===== config.mk =====
export PLATFORM = sky130hd
export DESIGN_NAME = tsf_frontend
export DESIGN_NICKNAME = d
export VERILOG_FILES = /design/src/tsf_pkg.sv /design/src/tsf_ref_tracker.sv /design/src/tsf_frontend.sv
export SDC_FILE = /design/constraint.sdc
export NUM_CORES = 1
export LEC_CHECK = 0
export BUFFER_PORTS_ARGS = -buffer_cell sky130_fd_sc_hd__buf_2
export CELL_PAD_IN_SITES_DETAIL_PLACEMENT = 1
export CELL_PAD_IN_SITES_GLOBAL_PLACEMENT = 2
export CORE_AREA = 2 2 324 326
export CTS_CLUSTER_DIAMETER = 50
export DETAILED_ROUTE_END_ITERATION = 8
export DIE_AREA = 0 0 326 328
export GPL_ROUTABILITY_DRIVEN = 0
export PLACE_DENSITY_LB_ADDON = 0.1
export SKIP_LAST_GASP = 1
export SYNTH_ARGS = -nofsm -noshare
export SYNTH_HDL_FRONTEND = slang
export SYNTH_SLANG_ARGS = --single-unit
export TNS_END_PERCENT = 20

===== constraint.sdc =====
create_clock -name mclk_i -period 3.48 [get_ports mclk_i]
set_input_delay 0.174 -clock mclk_i [delete_from_list [all_inputs] [get_ports mclk_i]]
set_output_delay 0.174 -clock mclk_i [all_outputs]
set_load 0.1 [all_outputs]

===== src/tsf_pkg.sv =====
`default_nettype none
package tsf_pkg;
  // ==========================================
  // Register map
  localparam logic [7:0] TSF_REG_RATE = 8'h00;
  localparam logic [7:0] TSF_REG_INV = 8'h04;
  localparam logic [7:0] TSF_REG_CLKC = 8'h08;
  localparam logic [7:0] TSF_REG_STAT = 8'h0C;
  // ==========================================
  // Reset values
  localparam logic [1:0] TSF_RATE_RST = 2'h3;
  localparam logic [7:0] TSF_INV_RST = 8'h00;
  localparam logic [2:0] TSF_EDGE_RST = 3'h0;
  localparam logic [2:0] TSF_FPLOW_RST = 3'h7;
  // ==========================================
  // Field positions
  localparam int TSF_INV_IN_LSB = 0;
  localparam int TSF_INV_OUT_LSB = 4;
  localparam int TSF_CLKC_EDGE_LSB = 0;
  localparam int TSF_CLKC_FPLOW_LSB = 4;
  localparam int TSF_STAT_SEL_LSB = 0;
  localparam int TSF_STAT_ALT1_LSB = 4;
  localparam int TSF_STAT_ALT2_LSB = 6;
  localparam int TSF_STAT_SEEN_LSB = 8;
  localparam int TSF_STAT_ACT_LSB = 12;
  localparam int TSF_STAT_GATE_LSB = 16;
  // ==========================================
  // Rate codes: 0 65.536, 1 32.768, 2 16.384, 3 8.192
  localparam logic [1:0] TSF_RATE_65M = 2'h0;
  localparam logic [1:0] TSF_RATE_32M = 2'h1;
  // Clock edges per 8 kHz frame at each clock rate
  localparam logic [13:0] TSF_EDGES_8M = 14'h0400;
  localparam logic [13:0] TSF_EDGES_16M = 14'h0800;
  localparam logic [13:0] TSF_EDGES_32M = 14'h1000;
  localparam logic [13:0] TSF_EDGES_65M = 14'h2000;
  localparam logic [13:0] TSF_EDGES_MAX = 14'h3FFF;
  // ==========================================
  // Reference tracker status
  typedef struct packed {
    logic edge_p;
    logic frame_p;
    logic [1:0] rate;
    logic rate_ok;
  } tsf_ref_stat_t;
endpackage : tsf_pkg
`default_nettype wire


===== src/tsf_ref_tracker.sv =====
`default_nettype none
module tsf_ref_tracker
  import tsf_pkg::*;
(
  input wire logic mclk_i,
  input wire logic sys_rst_i,
  input wire logic ref_clk_i,
  input wire logic ref_fp_i,
  input wire logic fall_edge_i,
  input wire logic fp_low_i,
  output tsf_ref_stat_t stat_o
);
  typedef struct packed {
    logic [1:0] clk_s;
    logic [1:0] fp_s;
    logic clk_prev;
    logic fp_prev;
    logic [13:0] cnt;
    logic [2:0] arm;
    tsf_ref_stat_t st;
  } tsf_trk_t;

  tsf_trk_t s_q, s_d;
  logic edge_w, fp_act_w;

  // ==========================================
  // Edge and pulse qualification
  always_comb begin
    s_d = s_q;
    s_d.clk_s = {s_q.clk_s[0], ref_clk_i};
    s_d.fp_s = {s_q.fp_s[0], ref_fp_i};
    s_d.clk_prev = s_q.clk_s[1];
    // No edges until the synchroniser holds real pin samples
    s_d.arm = {s_q.arm[1:0], 1'b1};
    edge_w = s_q.arm[2] & (fall_edge_i ? (s_q.clk_prev & ~s_q.clk_s[1])
                                       : (~s_q.clk_prev & s_q.clk_s[1]));
    fp_act_w = s_q.fp_s[1] ^ fp_low_i;
    s_d.st.edge_p = edge_w;
    s_d.st.frame_p = 1'b0;
    if (edge_w) begin
      s_d.fp_prev = fp_act_w;
      if (s_q.cnt != TSF_EDGES_MAX) begin
        s_d.cnt = s_q.cnt + 14'h0001;
      end
      if (fp_act_w && !s_q.fp_prev) begin
        s_d.st.frame_p = 1'b1;
        s_d.cnt = 14'h0001;
        s_d.st.rate_ok = 1'b1;
        case (s_q.cnt)
          TSF_EDGES_8M: s_d.st.rate = 2'h0;
          TSF_EDGES_16M: s_d.st.rate = 2'h1;
          TSF_EDGES_32M: s_d.st.rate = 2'h2;
          TSF_EDGES_65M: s_d.st.rate = 2'h3;
          default: s_d.st.rate_ok = 1'b0;
        endcase
      end
    end
  end

  always_ff @(posedge mclk_i) begin
    if (sys_rst_i) begin
      s_q <= '0;
    end else begin
      s_q <= s_d;
    end
  end

  assign stat_o = s_q.st;
endmodule : tsf_ref_tracker
`default_nettype wire


===== src/tsf_frontend.sv =====
// Summary of operation
// - Groups three, four only at 16/8 Mbps
// - Group two output unused at 65 Mbps
// - Group one outputs run at global rate
// - Per-group inversion of input and output data
// - Unused output groups held high impedance
// - Master clock rate from two select pins
// - Per-clock rising or falling active edge
// - Master frame pulse aligns every frame
// - Per-frame-pulse active high or low
// - Reference clock rate detected automatically
// - Each reference has its own frame pulse
// - Select 00/01/10/11 gives 8/16/32/65 MHz
// - Drive gate low tristates all outputs
//
// Added by the designer: the register addresses and the Wishbone interface to the registers.
`default_nettype none
module tsf_frontend
  import tsf_pkg::*;
#(
  parameter int N = 32
) (
  input wire logic mclk_i,
  input wire logic sys_rst_i,
  input wire logic wb_cyc_i,
  input wire logic wb_stb_i,
  input wire logic wb_we_i,
  input wire logic [7:0] wb_adr_i,
  input wire logic [3:0] wb_sel_i,
  input wire logic [31:0] wb_dat_i,
  output logic [31:0] wb_dat_o,
  output logic wb_ack_o,
  input wire logic master_tdm_clock_i,
  input wire logic master_frame_pulse_i,
  input wire logic [1:0] alt_reference_clocks_i,
  input wire logic [1:0] alt_reference_frame_pulses_i,
  input wire logic [1:0] master_clock_rate_select_i,
  input wire logic output_drive_gate_i,
  input wire logic [N-1:0] serial_in_group_one_i,
  input wire logic [N-1:0] serial_in_group_two_i,
  input wire logic [N-1:0] serial_in_group_three_i,
  input wire logic [N-1:0] serial_in_group_four_i,
  output logic [N-1:0] serial_out_group_one_o,
  output logic [N-1:0] serial_out_group_two_o,
  output logic [N-1:0] serial_out_group_three_o,
  output logic [N-1:0] serial_out_group_four_o,
  output logic [3:0] serial_out_oe_o,
  input wire logic [3:0][N-1:0] core_out_bits_i,
  output logic [3:0][N-1:0] core_in_bits_o,
  output logic bit_strobe_o,
  output logic frame_start_o
);
  typedef struct packed {
    logic [1:0] rate;
    logic [7:0] inv;
    logic [2:0] edge_fall;
    logic [2:0] fp_low;
    logic [2:0] seen;
    logic ack;
    logic [31:0] rdat;
    logic [1:0][1:0] sel_s;
    logic [1:0] gate_s;
    logic [1:0][3:0][N-1:0] din_s;
    logic [3:0] div;
    logic [3:0][N-1:0] in_bits;
    logic [3:0][N-1:0] out_bits;
    logic [3:0] oe;
    logic strobe;
    logic frame;
  } tsf_fe_t;

  tsf_fe_t s_q, s_d;
  tsf_ref_stat_t ref_st [3];
  logic [2:0] ref_clk_w, ref_fp_w;
  logic [3:0] act_w;
  logic [1:0] ridx_w;
  logic [3:0] span_w;
  logic [3:0][N-1:0] pin_in_w;
  logic wr_w, rd_w;

  assign ref_clk_w = {alt_reference_clocks_i, master_tdm_clock_i};
  assign ref_fp_w = {alt_reference_frame_pulses_i, master_frame_pulse_i};
  assign pin_in_w = {serial_in_group_four_i, serial_in_group_three_i,
                     serial_in_group_two_i, serial_in_group_one_i};

  // ==========================================
  // Clock and frame pulse trackers
  for (genvar g = 0; g < 3; g++) begin : g_ref
    tsf_ref_tracker u_trk (
      .mclk_i(mclk_i),
      .sys_rst_i(sys_rst_i),
      .ref_clk_i(ref_clk_w[g]),
      .ref_fp_i(ref_fp_w[g]),
      .fall_edge_i(s_q.edge_fall[g]),
      .fp_low_i(s_q.fp_low[g]),
      .stat_o(ref_st[g])
    );
  end

  // ==========================================
  // Group activity and bit span
  always_comb begin
    act_w[0] = 1'b1;
    act_w[1] = (s_q.rate != TSF_RATE_65M);
    act_w[2] = (s_q.rate != TSF_RATE_65M) && (s_q.rate != TSF_RATE_32M);
    act_w[3] = act_w[2];
    // Rate index 0 is 8.192, matching the select pin coding
    ridx_w = 2'h3 - s_q.rate;
    // Master edges per bit: clock rate over data rate, at least one
    if (s_q.sel_s[1] > ridx_w) begin
      span_w = 4'h1 << (s_q.sel_s[1] - ridx_w);
    end else begin
      span_w = 4'h1;
    end
  end

  assign wr_w = wb_cyc_i & wb_stb_i & wb_we_i & ~s_q.ack;
  assign rd_w = wb_cyc_i & wb_stb_i & ~wb_we_i & ~s_q.ack;

  // ==========================================
  // Next state
  always_comb begin
    s_d = s_q;
    s_d.sel_s = {s_q.sel_s[0], master_clock_rate_select_i};
    s_d.gate_s = {s_q.gate_s[0], output_drive_gate_i};
    s_d.din_s = {s_q.din_s[0], pin_in_w};
    s_d.strobe = 1'b0;
    s_d.frame = 1'b0;

    // Sticky frame seen flags; a new frame wins over the clear
    if (wr_w && (wb_adr_i == TSF_REG_STAT) && wb_sel_i[1]) begin
      s_d.seen = s_q.seen & ~wb_dat_i[TSF_STAT_SEEN_LSB +: 3];
    end
    for (int g = 0; g < 3; g++) begin
      if (ref_st[g].frame_p) begin
        s_d.seen[g] = 1'b1;
      end
    end

    // Bus slave
    s_d.ack = wb_cyc_i & wb_stb_i & ~s_q.ack;
    if (wr_w) begin
      case (wb_adr_i)
        TSF_REG_RATE: begin
          if (wb_sel_i[0]) begin
            s_d.rate = wb_dat_i[1:0];
          end
        end
        TSF_REG_INV: begin
          if (wb_sel_i[0]) begin
            s_d.inv = wb_dat_i[7:0];
          end
        end
        TSF_REG_CLKC: begin
          if (wb_sel_i[0]) begin
            s_d.edge_fall = wb_dat_i[TSF_CLKC_EDGE_LSB +: 3];
            s_d.fp_low = wb_dat_i[TSF_CLKC_FPLOW_LSB +: 3];
          end
        end
        default: begin
        end
      endcase
    end
    if (rd_w) begin
      s_d.rdat = 32'h0000_0000;
      case (wb_adr_i)
        TSF_REG_RATE: s_d.rdat[1:0] = s_q.rate;
        TSF_REG_INV: s_d.rdat[7:0] = s_q.inv;
        TSF_REG_CLKC: begin
          s_d.rdat[TSF_CLKC_EDGE_LSB +: 3] = s_q.edge_fall;
          s_d.rdat[TSF_CLKC_FPLOW_LSB +: 3] = s_q.fp_low;
        end
        TSF_REG_STAT: begin
          s_d.rdat[TSF_STAT_SEL_LSB +: 2] = s_q.sel_s[1];
          s_d.rdat[TSF_STAT_ALT1_LSB +: 2] = ref_st[1].rate;
          s_d.rdat[TSF_STAT_ALT2_LSB +: 2] = ref_st[2].rate;
          s_d.rdat[TSF_STAT_SEEN_LSB +: 3] = s_q.seen;
          s_d.rdat[TSF_STAT_ACT_LSB +: 4] = act_w;
          s_d.rdat[TSF_STAT_GATE_LSB] = s_q.gate_s[1];
        end
        default: s_d.rdat = 32'h0000_0000;
      endcase
    end

    // Bit timing on master active edge, realigned by frame pulse
    if (ref_st[0].edge_p) begin
      if (ref_st[0].frame_p) begin
        s_d.div = 4'h1;
        s_d.frame = 1'b1;
        s_d.strobe = 1'b1;
      end else if (s_q.div >= span_w) begin
        s_d.div = 4'h1;
        s_d.strobe = 1'b1;
      end else begin
        s_d.div = s_q.div + 4'h1;
      end
    end

    // Sample inputs and launch outputs once per bit
    if (s_d.strobe) begin
      for (int g = 0; g < 4; g++) begin
        if (act_w[g]) begin
          s_d.in_bits[g] = s_q.din_s[1][g] ^ {N{s_q.inv[TSF_INV_IN_LSB + g]}};
          s_d.out_bits[g] = core_out_bits_i[g] ^ {N{s_q.inv[TSF_INV_OUT_LSB + g]}};
        end else begin
          s_d.in_bits[g] = '0;
          s_d.out_bits[g] = '0;
        end
      end
    end

    // Drive enables: gate pin and group activity
    for (int g = 0; g < 4; g++) begin
      s_d.oe[g] = s_q.gate_s[1] & act_w[g];
    end
  end

  // ==========================================
  // State register
  always_ff @(posedge mclk_i) begin
    if (sys_rst_i) begin
      s_q <= '0;
      s_q.rate <= TSF_RATE_RST;
      s_q.inv <= TSF_INV_RST;
      s_q.edge_fall <= TSF_EDGE_RST;
      s_q.fp_low <= TSF_FPLOW_RST;
    end else begin
      s_q <= s_d;
    end
  end

  // ==========================================
  // Outputs
  assign wb_dat_o = s_q.rdat;
  assign wb_ack_o = s_q.ack;
  assign serial_out_group_one_o = s_q.out_bits[0];
  assign serial_out_group_two_o = s_q.out_bits[1];
  assign serial_out_group_three_o = s_q.out_bits[2];
  assign serial_out_group_four_o = s_q.out_bits[3];
  assign serial_out_oe_o = s_q.oe;
  assign core_in_bits_o = s_q.in_bits;
  assign bit_strobe_o = s_q.strobe;
  assign frame_start_o = s_q.frame;
endmodule : tsf_frontend
`default_nettype wire


; Word level (Yosys, flattened, before mapping)
; Index checks and enable logic that the tools add are counted.
[totals]
register_bits = 645
output_inout_bits = 295
[classes]
add_sub_neg = 6
magnitude_cmp = 2
eq_ne = 19
shift = 1
muxes = 48
bitwise_logic = 42
n_reduce_logical = 39
[op_table]
columns = op, count
row1 = $xor A32 B32 Y32, 8
row2 = $mux W32, 6
row3 = $mux W14, 6
row4 = $add A14 B1 Y14 const B, 3
row5 = $eq A14 B11 Y1 const B, 3
row6 = $eq A14 B12 Y1 const B, 3
row7 = $eq A14 B13 Y1 const B, 3
row8 = $eq A14 B14 Y1 const B, 3
row9 = $ne A14 B14 Y1 const B, 3
row10 = $mux W4, 9
row11 = $pmux W2 S4, 4
row12 = $mux W6, 3
row13 = $reduce_and A3 Y1, 6
row14 = $and A1 B1 Y1, 17
row15 = $eq A8 B4 Y1 const B, 2
row16 = $reduce_bool A2 Y1, 7
row17 = $mux W1, 13
row18 = $not A1 Y1, 12
row19 = $reduce_and A2 Y1, 6
row20 = $reduce_bool A4 Y1, 3
row21 = $reduce_or A4 Y1, 3
row22 = $pmux W3 S3, 1
row23 = $eq A8 B3 Y1 const B, 1
row24 = $logic_not A8 Y1, 1
row25 = other kinds (17), 31

; Depth between registers and ports, before layout
; Gate-level depths: netlist of the first run.
[logic_depth]
depth_word = 8
depth_mapped = 14
ltp_nobuf = 11

; By module
; Synthesis of the first run repeated with hierarchy kept, for this count alone.
[unflattened]
hier_cells = 2945
area_unflattened_um2 = 27900.5
[by_module_without_submodules]
columns = module, instances, cells_each, area_each_um2
row1 = tsf_frontend, 1, 2435, 23376.2
row2 = tsf_ref_tracker (g_ref[0].u_trk ...), 2, 169, 1503.9
row3 = tsf_ref_tracker (g_ref[2].u_trk), 1, 172, 1516.5

; Worst setup path after synthesis of the first run
; No wires, ideal clock.
[synth_path]
path_kind = flip-flop to flip-flop
start = register s_q[578] (netlist bit)
end = register s_q, in the netlist core_in_bits_o[32]
arrival_ns = 3.217
slack_ns = 0.191
path_stages_with_launch = 13
n_path_buf = 3
period_less_slack_ns = 3.289
cell_sequence = dfxtp_1 > inv_1 > ha_1 > fa_1 > or4b_2 > ha_1 > nand2_1 > o21ai_1 > and2_0 > buf_2 > buf_4 > buf_4 > mux2i_1
[synth_via]
elab_chain_len = 8
word_cells_on_any_way = 11
classes_between = add/sub: 2 / order compare: 2 / shift: 1 / mux: 5 / reduce/logical: 1
[synth_lines]
columns = item, line
row1 = "start, declared", tsf_frontend.sv:72  ; tsf_fe_t s_q, s_d;
row2 = $sub A2 B2 Y2, tsf_frontend.sv:108  ; ridx_w = 2'h3 - s_q.rate;
row3 = $sub A2 B2 Y2, tsf_frontend.sv:111  ; span_w = 4'h1 << (s_q.sel_s[1] - ridx_w);
row4 = $shl A1 B2 Y4, tsf_frontend.sv:111
row5 = $mux W4, tsf_frontend.sv:110  ; if (s_q.sel_s[1] > ridx_w) begin
row6 = $ge A4 B4 Y1, tsf_frontend.sv:191  ; end else if (s_q.div >= span_w) begin
row7 = $mux W1, tsf_frontend.sv:191
row8 = $mux W1, tsf_frontend.sv:187  ; if (ref_st[0].frame_p) begin
row9 = $mux W2, tsf_frontend.sv:186  ; if (ref_st[0].edge_p) begin
; Parallel ways exist; a longest one is shown, timed or not.
; A chain may end at the register's enable or synchronous reset.

; Final worst setup path of the first run
[layout_path]
start = register s_q[578] (netlist bit)
end = register s_q, in the netlist serial_out_group_one_o[23]
[layout_via]
elab_chain_len = 8
word_cells_on_any_way = 9
classes_between = add/sub: 2 / order compare: 2 / shift: 1 / mux: 4
[layout_lines]
columns = item, line
row1 = $sub A2 B2 Y2 (*), tsf_frontend.sv:108
row2 = $sub A2 B2 Y2, tsf_frontend.sv:111
row3 = $shl A1 B2 Y4, tsf_frontend.sv:111
row4 = $mux W4 (*), tsf_frontend.sv:110
row5 = $ge A4 B4 Y1 (*), tsf_frontend.sv:191
row6 = $mux W1 (*), tsf_frontend.sv:191
row7 = $mux W1 (*), tsf_frontend.sv:187
row8 = $mux W2 (*), tsf_frontend.sv:186
; Mark *: on every way between the ends. The rest lies on a longest branch, timed or not.

==> summary.txt, run 1 <==
Clock network
  • Num Clock Sinks: 619
  • Clock buffer depth: 3
  • CTS tree: yes
  • Clk pin slew, worst setup/hold paths: 60 ps
  • Clk root buf: clkbuf_16
  • Worst-Skew Late Latency: 670 ps
  • CTS Buf Count: 104
  • H-tree Lvls: 3

Cells and area
  • Final Cell Area: 34640 um^2
  • Share of layout cells above drive strength 1: 24.98%
  • Nets: 3598
  • Fill cells: 11740
  • Reg area: 12410 um^2
  • Multi-input combinational cell area: 10260 um^2
  • Syn-to-layout area delta: 34.94%

Setup path
  • Crit path DAT: 3850 ps
  • CP max FO: 27
  • Worst Setup End Kind: flip-flop
  • Critical path origin: s_q[578]$_SDFFE_PP1P_
  • Reg2Reg Depth: 12
  • Worst path depth: 12
  • CP max-delay cell: or4b_2
  • Reg-to-reg startpoint: s_q[578]$_SDFFE_PP1P_
  • CP top delay family: simple AND/OR/NAND/NOR gates
  • CP endpoint: serial_out_group_one_o[23]$_SDFFE_PP0P_
  • Worst reg2reg setup slack: 200 ps
  • WS Path Type: flip-flop to flip-flop
  • CP required: 4050 ps
  • Bufs and invs on worst path: 4
  • Worst setup SP type: flip-flop
  • CP Cell Sequence: inv_1 -> ha_1 -> fa_1 -> or4b_2 -> ha_1 -> a211oi_1 -> buf_4 -> o21ai_4 -> and2_4 -> buf_12 -> buf_12 -> a211oi_1
  • Worst path max stage delay: 660 ps
  • Capturing point of the worst reg2reg path: serial_out_group_one_o[23]$_SDFFE_PP0P_

Synth
  • Warnings, synthesis: 0
  • Synth Cell Area: 25670 um^2
  • Sequential-to-total area share from yosys stat: 48.27%
  • Yosys reg bits: 619
  • Top cells by area, synth: dfxtp_1 (48%), buf_4 (8.8%), nor2b_1 (6.9%)
  • Async set-reset flop share out of synthesis: 0%
  • Post-Syn Instances: 2745
  • Cell variety after synth: 62
  • Synth top cells by count: dfxtp_1 (619), buf_4 (301), nand2_1 (284), nor2b_1 (284), xor2_1 (196)
  • Leading area contributor after synthesis: dfxtp_1
  • Post-synth EDFFs: 0
  • Syn_area_per_cell: 9.353 um^2
  • Synth Flop Type: dfxtp_1
  • Synth top area share: 48.27%
  • Most common cell in the netlist: dfxtp_1

Power
  • Switching share of power: 24.06%
  • Clk pwr share: 55.9%
  • NetSw: 4.666 mW
  • Power Density: 559.7 nW/um^2
  • Int Power: 14.73 mW
  • Combinational Power Share: 6.4%
  • Total leakage power: 14.77 nW
  • Flop pwr share: 37.7%
  • Total power: 19.39 mW
  • Maximum VDD drop: 363.8 uV

Placed design
  • Final HPWL DP: 55340 um
  • Placement-stage cell area: 27910 um^2
  • Number of I/O port buffers: 569

Global route
  • GRT overflow: 0
  • Antenna violations before repair: 9
  • Vias in the first global route: 21630
  • First-pass GRT wire length: 131000 um
  • Largest net degree at the start of global routing: 124
  • Global-route usage over all layers: 15.57%

Flow run
  • Max-cap violations: 0

Floorplanning
  • DIE AREA: 106900 um^2
  • FP Rows: 118
  • Initial core utilization: 24.88%
  • DIE HEIGHT: 328 um
  • Die W: 326 um
  • Core ar.: 103200 um^2
  • I/O pin total: 609

STA
  • Final Hold Viols: 0
  • Final setup violation count: 0
  • Fin crit share: 94.27%
  • Relative slew slack: 20.25%
  • RSZ-0062 raised after global routing: false
  • Worst Tran Pin Value: 1196 ps
  • Max Clk Rate: 304.8 MHz
  • Slew Viols, Final: 0
  • Setup TNS Final: 0 ps
  • Minimum clock period: 3281 ps
  • Final clock skew: 21.06 ps

Status
  • Status: finished, final reports clean

Detailed routing
  • First drt pass iteration count: 4
  • Vias per std cell: 4.279
  • DR iter-0 viols: 744
  • Vias: 20290
  • Avg WL per Cell: 17.93 um
  • Final antenna-violating net count: 0
  • Drt total wl: 84980 um
  • Drt drc: 0

Worst hold path
  • HP Start: wb_sel_i[0]
  • Hold WC Path Type: primary input to flip-flop
flip-flops by register name (all words and copies together), names as in the netlist, 8 cells and up:
signal	cells
core_in_bits_o	128
g_ref.u_trk.s_d	11
g_ref.u_trk.s_q	38
g_ref.u_trk.stat_o	8
s_d	132
s_q	153
serial_out_group_four_o	32
serial_out_group_one_o	32
serial_out_group_three_o	32
serial_out_group_two_o	32
wb_dat_o	15
tightest hold or removal path, stage by stage:
cell	delay, ps
buf_2	120
nand2_1	110
nor4_4	80
a21oi_1	120
o21ai_0	70
logic make-up (layout without fill, tap and decap cells):
group	after synthesis	after routing	synth area share, %
adders and majority gates	12	12	0.6140
muxes	82	82	3.309
AOI/OAI and AO/OA	372	372	8.411
DFF	619	619	48.27
xor gates and xnor gates	269	269	9.176
other	1	18	0.01461
and+or+nand+nor	870	870	18.08
buffers and inverters	520	1119	12.12
how the worst min path moves through the flow:
stage | depth (start not counted) | end | slack, ps
finish | 5 | s_q[566]$_SDFFE_PP1P_ | 70
global route | 5 | wb_dat_o[6]$_SDFFE_PP0P_ | 80
CTS | 5 | s_q[566]$_SDFFE_PP1P_ | 4
detailed placement | 2 | s_d[455]$_SDFF_PP0_ | 390
global placement | 2 | s_d[433]$_SDFF_PP0_ | 390
floorplan | 1 | g_ref[0].u_trk.s_d[25]$_SDFF_PP0_ | 300
stage by stage:
step | instances | setup slack [ps] | util (%) | hold WS [ps]
3_5_place_dp | 4246 | 185.5 | 27.04 | 389.4
6_report | 4741 | 199.2 | 33.57 | 72.36
4_1_cts | 4739 | 138.7 | 33.55 | 3.527
2_1_floorplan | 2760 | 191.0 | - | 302.2
3_3_place_gp | 4246 | 164.5 | 27.04 | 385.3
5_1_grt | 4741 | 6.470 | 33.57 | 81.66
layer usage:
metal	routed length [um]	share of wire, %	track usage [%]
met5	95	0.11	0
met4	1902	2.2	4.919
met3	5558	6.5	4.450
met2	40750	48	26.57
met1	36680	43	18.84
placed cells by master (no fill, tap or decap), drive strengths merged, types with 13 or more instances in the layout:
cell,netlist,layout
buf,334,613
dlygate4sd3,0,300
nor2b,284,284
xor2,196,196
o21ai,157,157
nor3,18,18
clkinv,0,24
dfxtp,619,619
a21oi,98,98
inv,13,31
bufinv,0,13
xnor2,73,73
clkinvlp,0,14
conb,1,16
nand2,286,286
a31oi,14,14
nand4,138,138
a211oi,72,72
mux2i,77,77
nand3,16,16
nor2,58,58
clkbuf,173,124
power groups by stage:
stage | logic [mW] | clock network, mW | registers (mW)
2_1_floorplan | 0.600 | 0 | 7.44
3_3_place_gp | 0.974 | 0 | 7.45
3_5_place_dp | 0.981 | 0 | 7.45
4_1_cts | 1.27 | 11.2 | 7.30
5_1_grt | 1.36 | 11.5 | 7.31
6_report | 1.24 | 10.8 | 7.30
area by class of cell:
| cell class | instances | area share, % |
|---|---|---|
| multi-input combinational | 1621 | 29.61 |
| inverter | 13 | 0.1625 |
| tap | 1380 | 4.984 |
| clock inverter | 69 | 2.445 |
| sequential | 619 | 35.81 |
| antenna | 2 | 0.01445 |
| clock buffer | 124 | 8.285 |
| timing repair buffer | 913 | 18.69 |
what timing repair did:
action / CTS / global route
resized for setup: 0 / 2
endpoints found under the setup margin: 0 / 18
hold endpoints to repair: 309 / 0
setup buffers: 0 / 0
hold buffers: 300 / 0
(Power assumes the default switching activity.)
==> inputs of run 2 (changes only) <==
- BUFFER_PORTS_ARGS: -buffer_cell sky130_fd_sc_hd__buf_2 -> -buffer_cell sky130_fd_sc_hd__buf_4
==> run 2 against run 1 <==
Compared with the run above:
- clock skew is 4.4 ps lower
- worst hold slack worse by 8.4 ps
- combinational power is 7% higher
- sequential power hardly changed
==> summary.txt, run 2 (synthesis gave the netlist of run 1 again) <==
STA
  • Max Clk Rate: 296.0 MHz (-2.9%)
  • RSZ-0062 raised after global routing: true
  • Worst Tran Pin Value: 1174 ps (-22.55 ps)
  • Final clock skew: 16.68 ps (-4.377 ps)
  • Final Hold Viols: 0 (unchanged)
  • Slew Viols, Final: 0 (unchanged)
  • Final setup violation count: 0 (unchanged)
  • Relative slew slack: 21.75% (+1.5 points)
  • Worst hold slack: 63.92 ps (-8.443 ps)
  • Fin crit share: 97.10% (+2.8 points)
  • Minimum clock period: 3379 ps (+98.16 ps)

Clock network
  • CTS Buf Count: 104 (unchanged)
  • Clk pin slew, worst setup/hold paths: 50 ps (about the same)
  • Worst-Skew Late Latency: 660 ps (about the same)
  • H-tree Lvls: 3 (unchanged)
  • Clock buffer depth: 3 (unchanged)
  • Clk root buf: clkbuf_16
  • CTS tree: yes
  • Num Clock Sinks: 619 (unchanged)

Power
  • Total leakage power: 14.91 nW (+0.88%)
  • Int Power: 14.69 mW (-0.24%)
  • Flop pwr share: 37.9% (+0.2 points)
  • Maximum VDD drop: 318.2 uV (-13%)
  • Power Density: 536.5 nW/um^2 (-4.1%)
  • Switching share of power: 23.75% (-0.31 points)
  • Total power: 19.27 mW (-0.65%)
  • Combinational Power Share: 6.9% (+0.5 points)
  • Clk pwr share: 55.2% (-0.7 points)
  • NetSw: 4.576 mW (-1.9%)

Global route
  • GRT met2 Usage: 26.52% (-0.051 points)
  • GRT overflow: 0 (unchanged)
  • GR peak layer: met2
  • First-pass GRT wire length: 131600 um (+0.45%)
  • Largest net degree at the start of global routing: 180 (+45%)
  • M3 GR Usage: 4.626% (+0.18 points)
  • Met1 usage: 18.73% (-0.10 points)
  • Global-route usage over all layers: 15.58% (about the same)
  • Antenna violations before repair: 15 (+6)
  • Vias in the first global route: 21950 (+1.5%)

Flow run
  • Max-cap violations: 0 (unchanged)

Setup path
  • CP max FO: 18 (-33%)
  • Worst reg2reg setup slack: 100 ps (-100 ps)
  • WS Path Type: flip-flop to flip-flop
  • Worst setup SP type: flip-flop
  • Worst Setup End Kind: flip-flop
  • CP required: 4050 ps (about the same)
  • Crit path DAT: 3950 ps (+100 ps)

Detailed routing
  • Drt drc: 0 (unchanged)
  • Vias per std cell: 4.277 (about the same)
  • Final antenna-violating net count: 0 (unchanged)
  • First drt pass iteration count: 4 (unchanged)
  • DR iter-0 viols: 593 (-20%)
  • Vias: 20290 (+0.015%)
  • Drt total wl: 85350 um (+0.43%)
  • Avg WL per Cell: 17.99 um (+0.39%)

Placed design
  • Number of I/O port buffers: 569 (unchanged)
  • Final HPWL DP: 56920 um (+2.9%)
  • Inst Count DP: 4253 (+0.16%)

Cells and area
  • Syn-to-layout area delta: 39.86%
  • Max reg flops: 153 (unchanged)
  • Nets: 3594 (-0.11%)
  • Share of layout cells above drive strength 1: 25.01% (+0.037 points)
  • Layout Cells excl Fill: 4743 (+0.042%)
  • Commonest non-fill, non-tap cell in the layout: dfxtp_1
  • Most frequent cells in the layout: dfxtp_1 (610), buf_4 (599), dlygate4sd3_1 (289)
  • Largest reg by FF count: s_q

Worst hold path
  • Hold WC Path Type: primary input to flip-flop

Floorplanning
  • FP Rows: 118 (unchanged)
  • Die W: 326 um (unchanged)
  • DIE HEIGHT: 328 um (unchanged)
  • Core ar.: 103200 um^2 (unchanged)
  • Initial core utilization: 24.88% (unchanged)
  • DIE AREA: 106900 um^2 (unchanged)
  • I/O pin total: 609 (unchanged)

Status
  • Status: finished, final reports clean
[run 2: path summary, 6_finish.rpt]
path	from	to	cells past startpoint
hold reg to reg	s_d[487]$_SDFF_PP0_	s_q[487]$_SDFF_PP0_	1
setup reg to reg	s_q[578]$_SDFFE_PP1P_	serial_out_group_two_o[3]$_SDFFE_PP0P_	11
hold / removal	wb_sel_i[1]	s_q[561]$_SDFFE_PP0P_	6
setup / recovery	s_q[578]$_SDFFE_PP1P_	serial_out_group_two_o[3]$_SDFFE_PP0P_	11
[run 2: metrics by stage]
stage	utilization, %	setup TNS, ps	setup WS, ps	cell area [um^2]
after floorplan	-	0	191.0	25730
after global placement	28.42	0	41.78	29330
after detailed placement	28.42	-14.13	-14.13	29330
after CTS	34.76	0	48.84	35870
after global routing	34.79	-328.2	-33.22	35910
final	34.80	0	101.1	35910
[run 2: worst max-delay path, stage by stage, from the launching register on]
cell     delay [ps]
dfxtp_1         330
inv_1            60
ha_1            200
fa_1            460
or4b_2          660
ha_1            290
nand2_1          90
o21ai_4         320
and2_4          270
buf_12          220
buf_12          190
mux2i_1         200
[run 2: metal layers]
metal	vias up	routed length (um)
li1	9904	-
met1	9744	36500
met2	508	41250
met3	120	5724
met4	12	1809
met5	-	69
[run 2: area by class of cell]
type | count | area, um^2
antenna | 9 | 22.52
tap | 1380 | 1727
fill | 11610 | 67290
clock buffer | 128 | 2865
inverter | 13 | 56.30
clock inverter | 64 | 782.0
timing repair buffer | 909 | 7791
sequential | 619 | 12410
multi-input combinational | 1621 | 10260
[run 2: repair_timing]
item / CTS / global route
hold endpoints to repair: 319 / 0
pin swaps: 0 / 1
hold buffers: 289 / 0
setup endpoints to repair: 2 / 92
gates resized for setup: 1 / 4
cloned: 0 / 0
setup buffers: 0 / 0
[run 2: power groups by stage]
stage	clock network, mW	registers [mW]	logic (mW)
5_1_grt	11.3	7.31	1.45
6_report	10.6	7.30	1.33
2_1_floorplan	0	7.44	0.600
3_5_place_dp	0	7.45	1.07
3_3_place_gp	0	7.45	1.06
4_1_cts	11.0	7.30	1.36
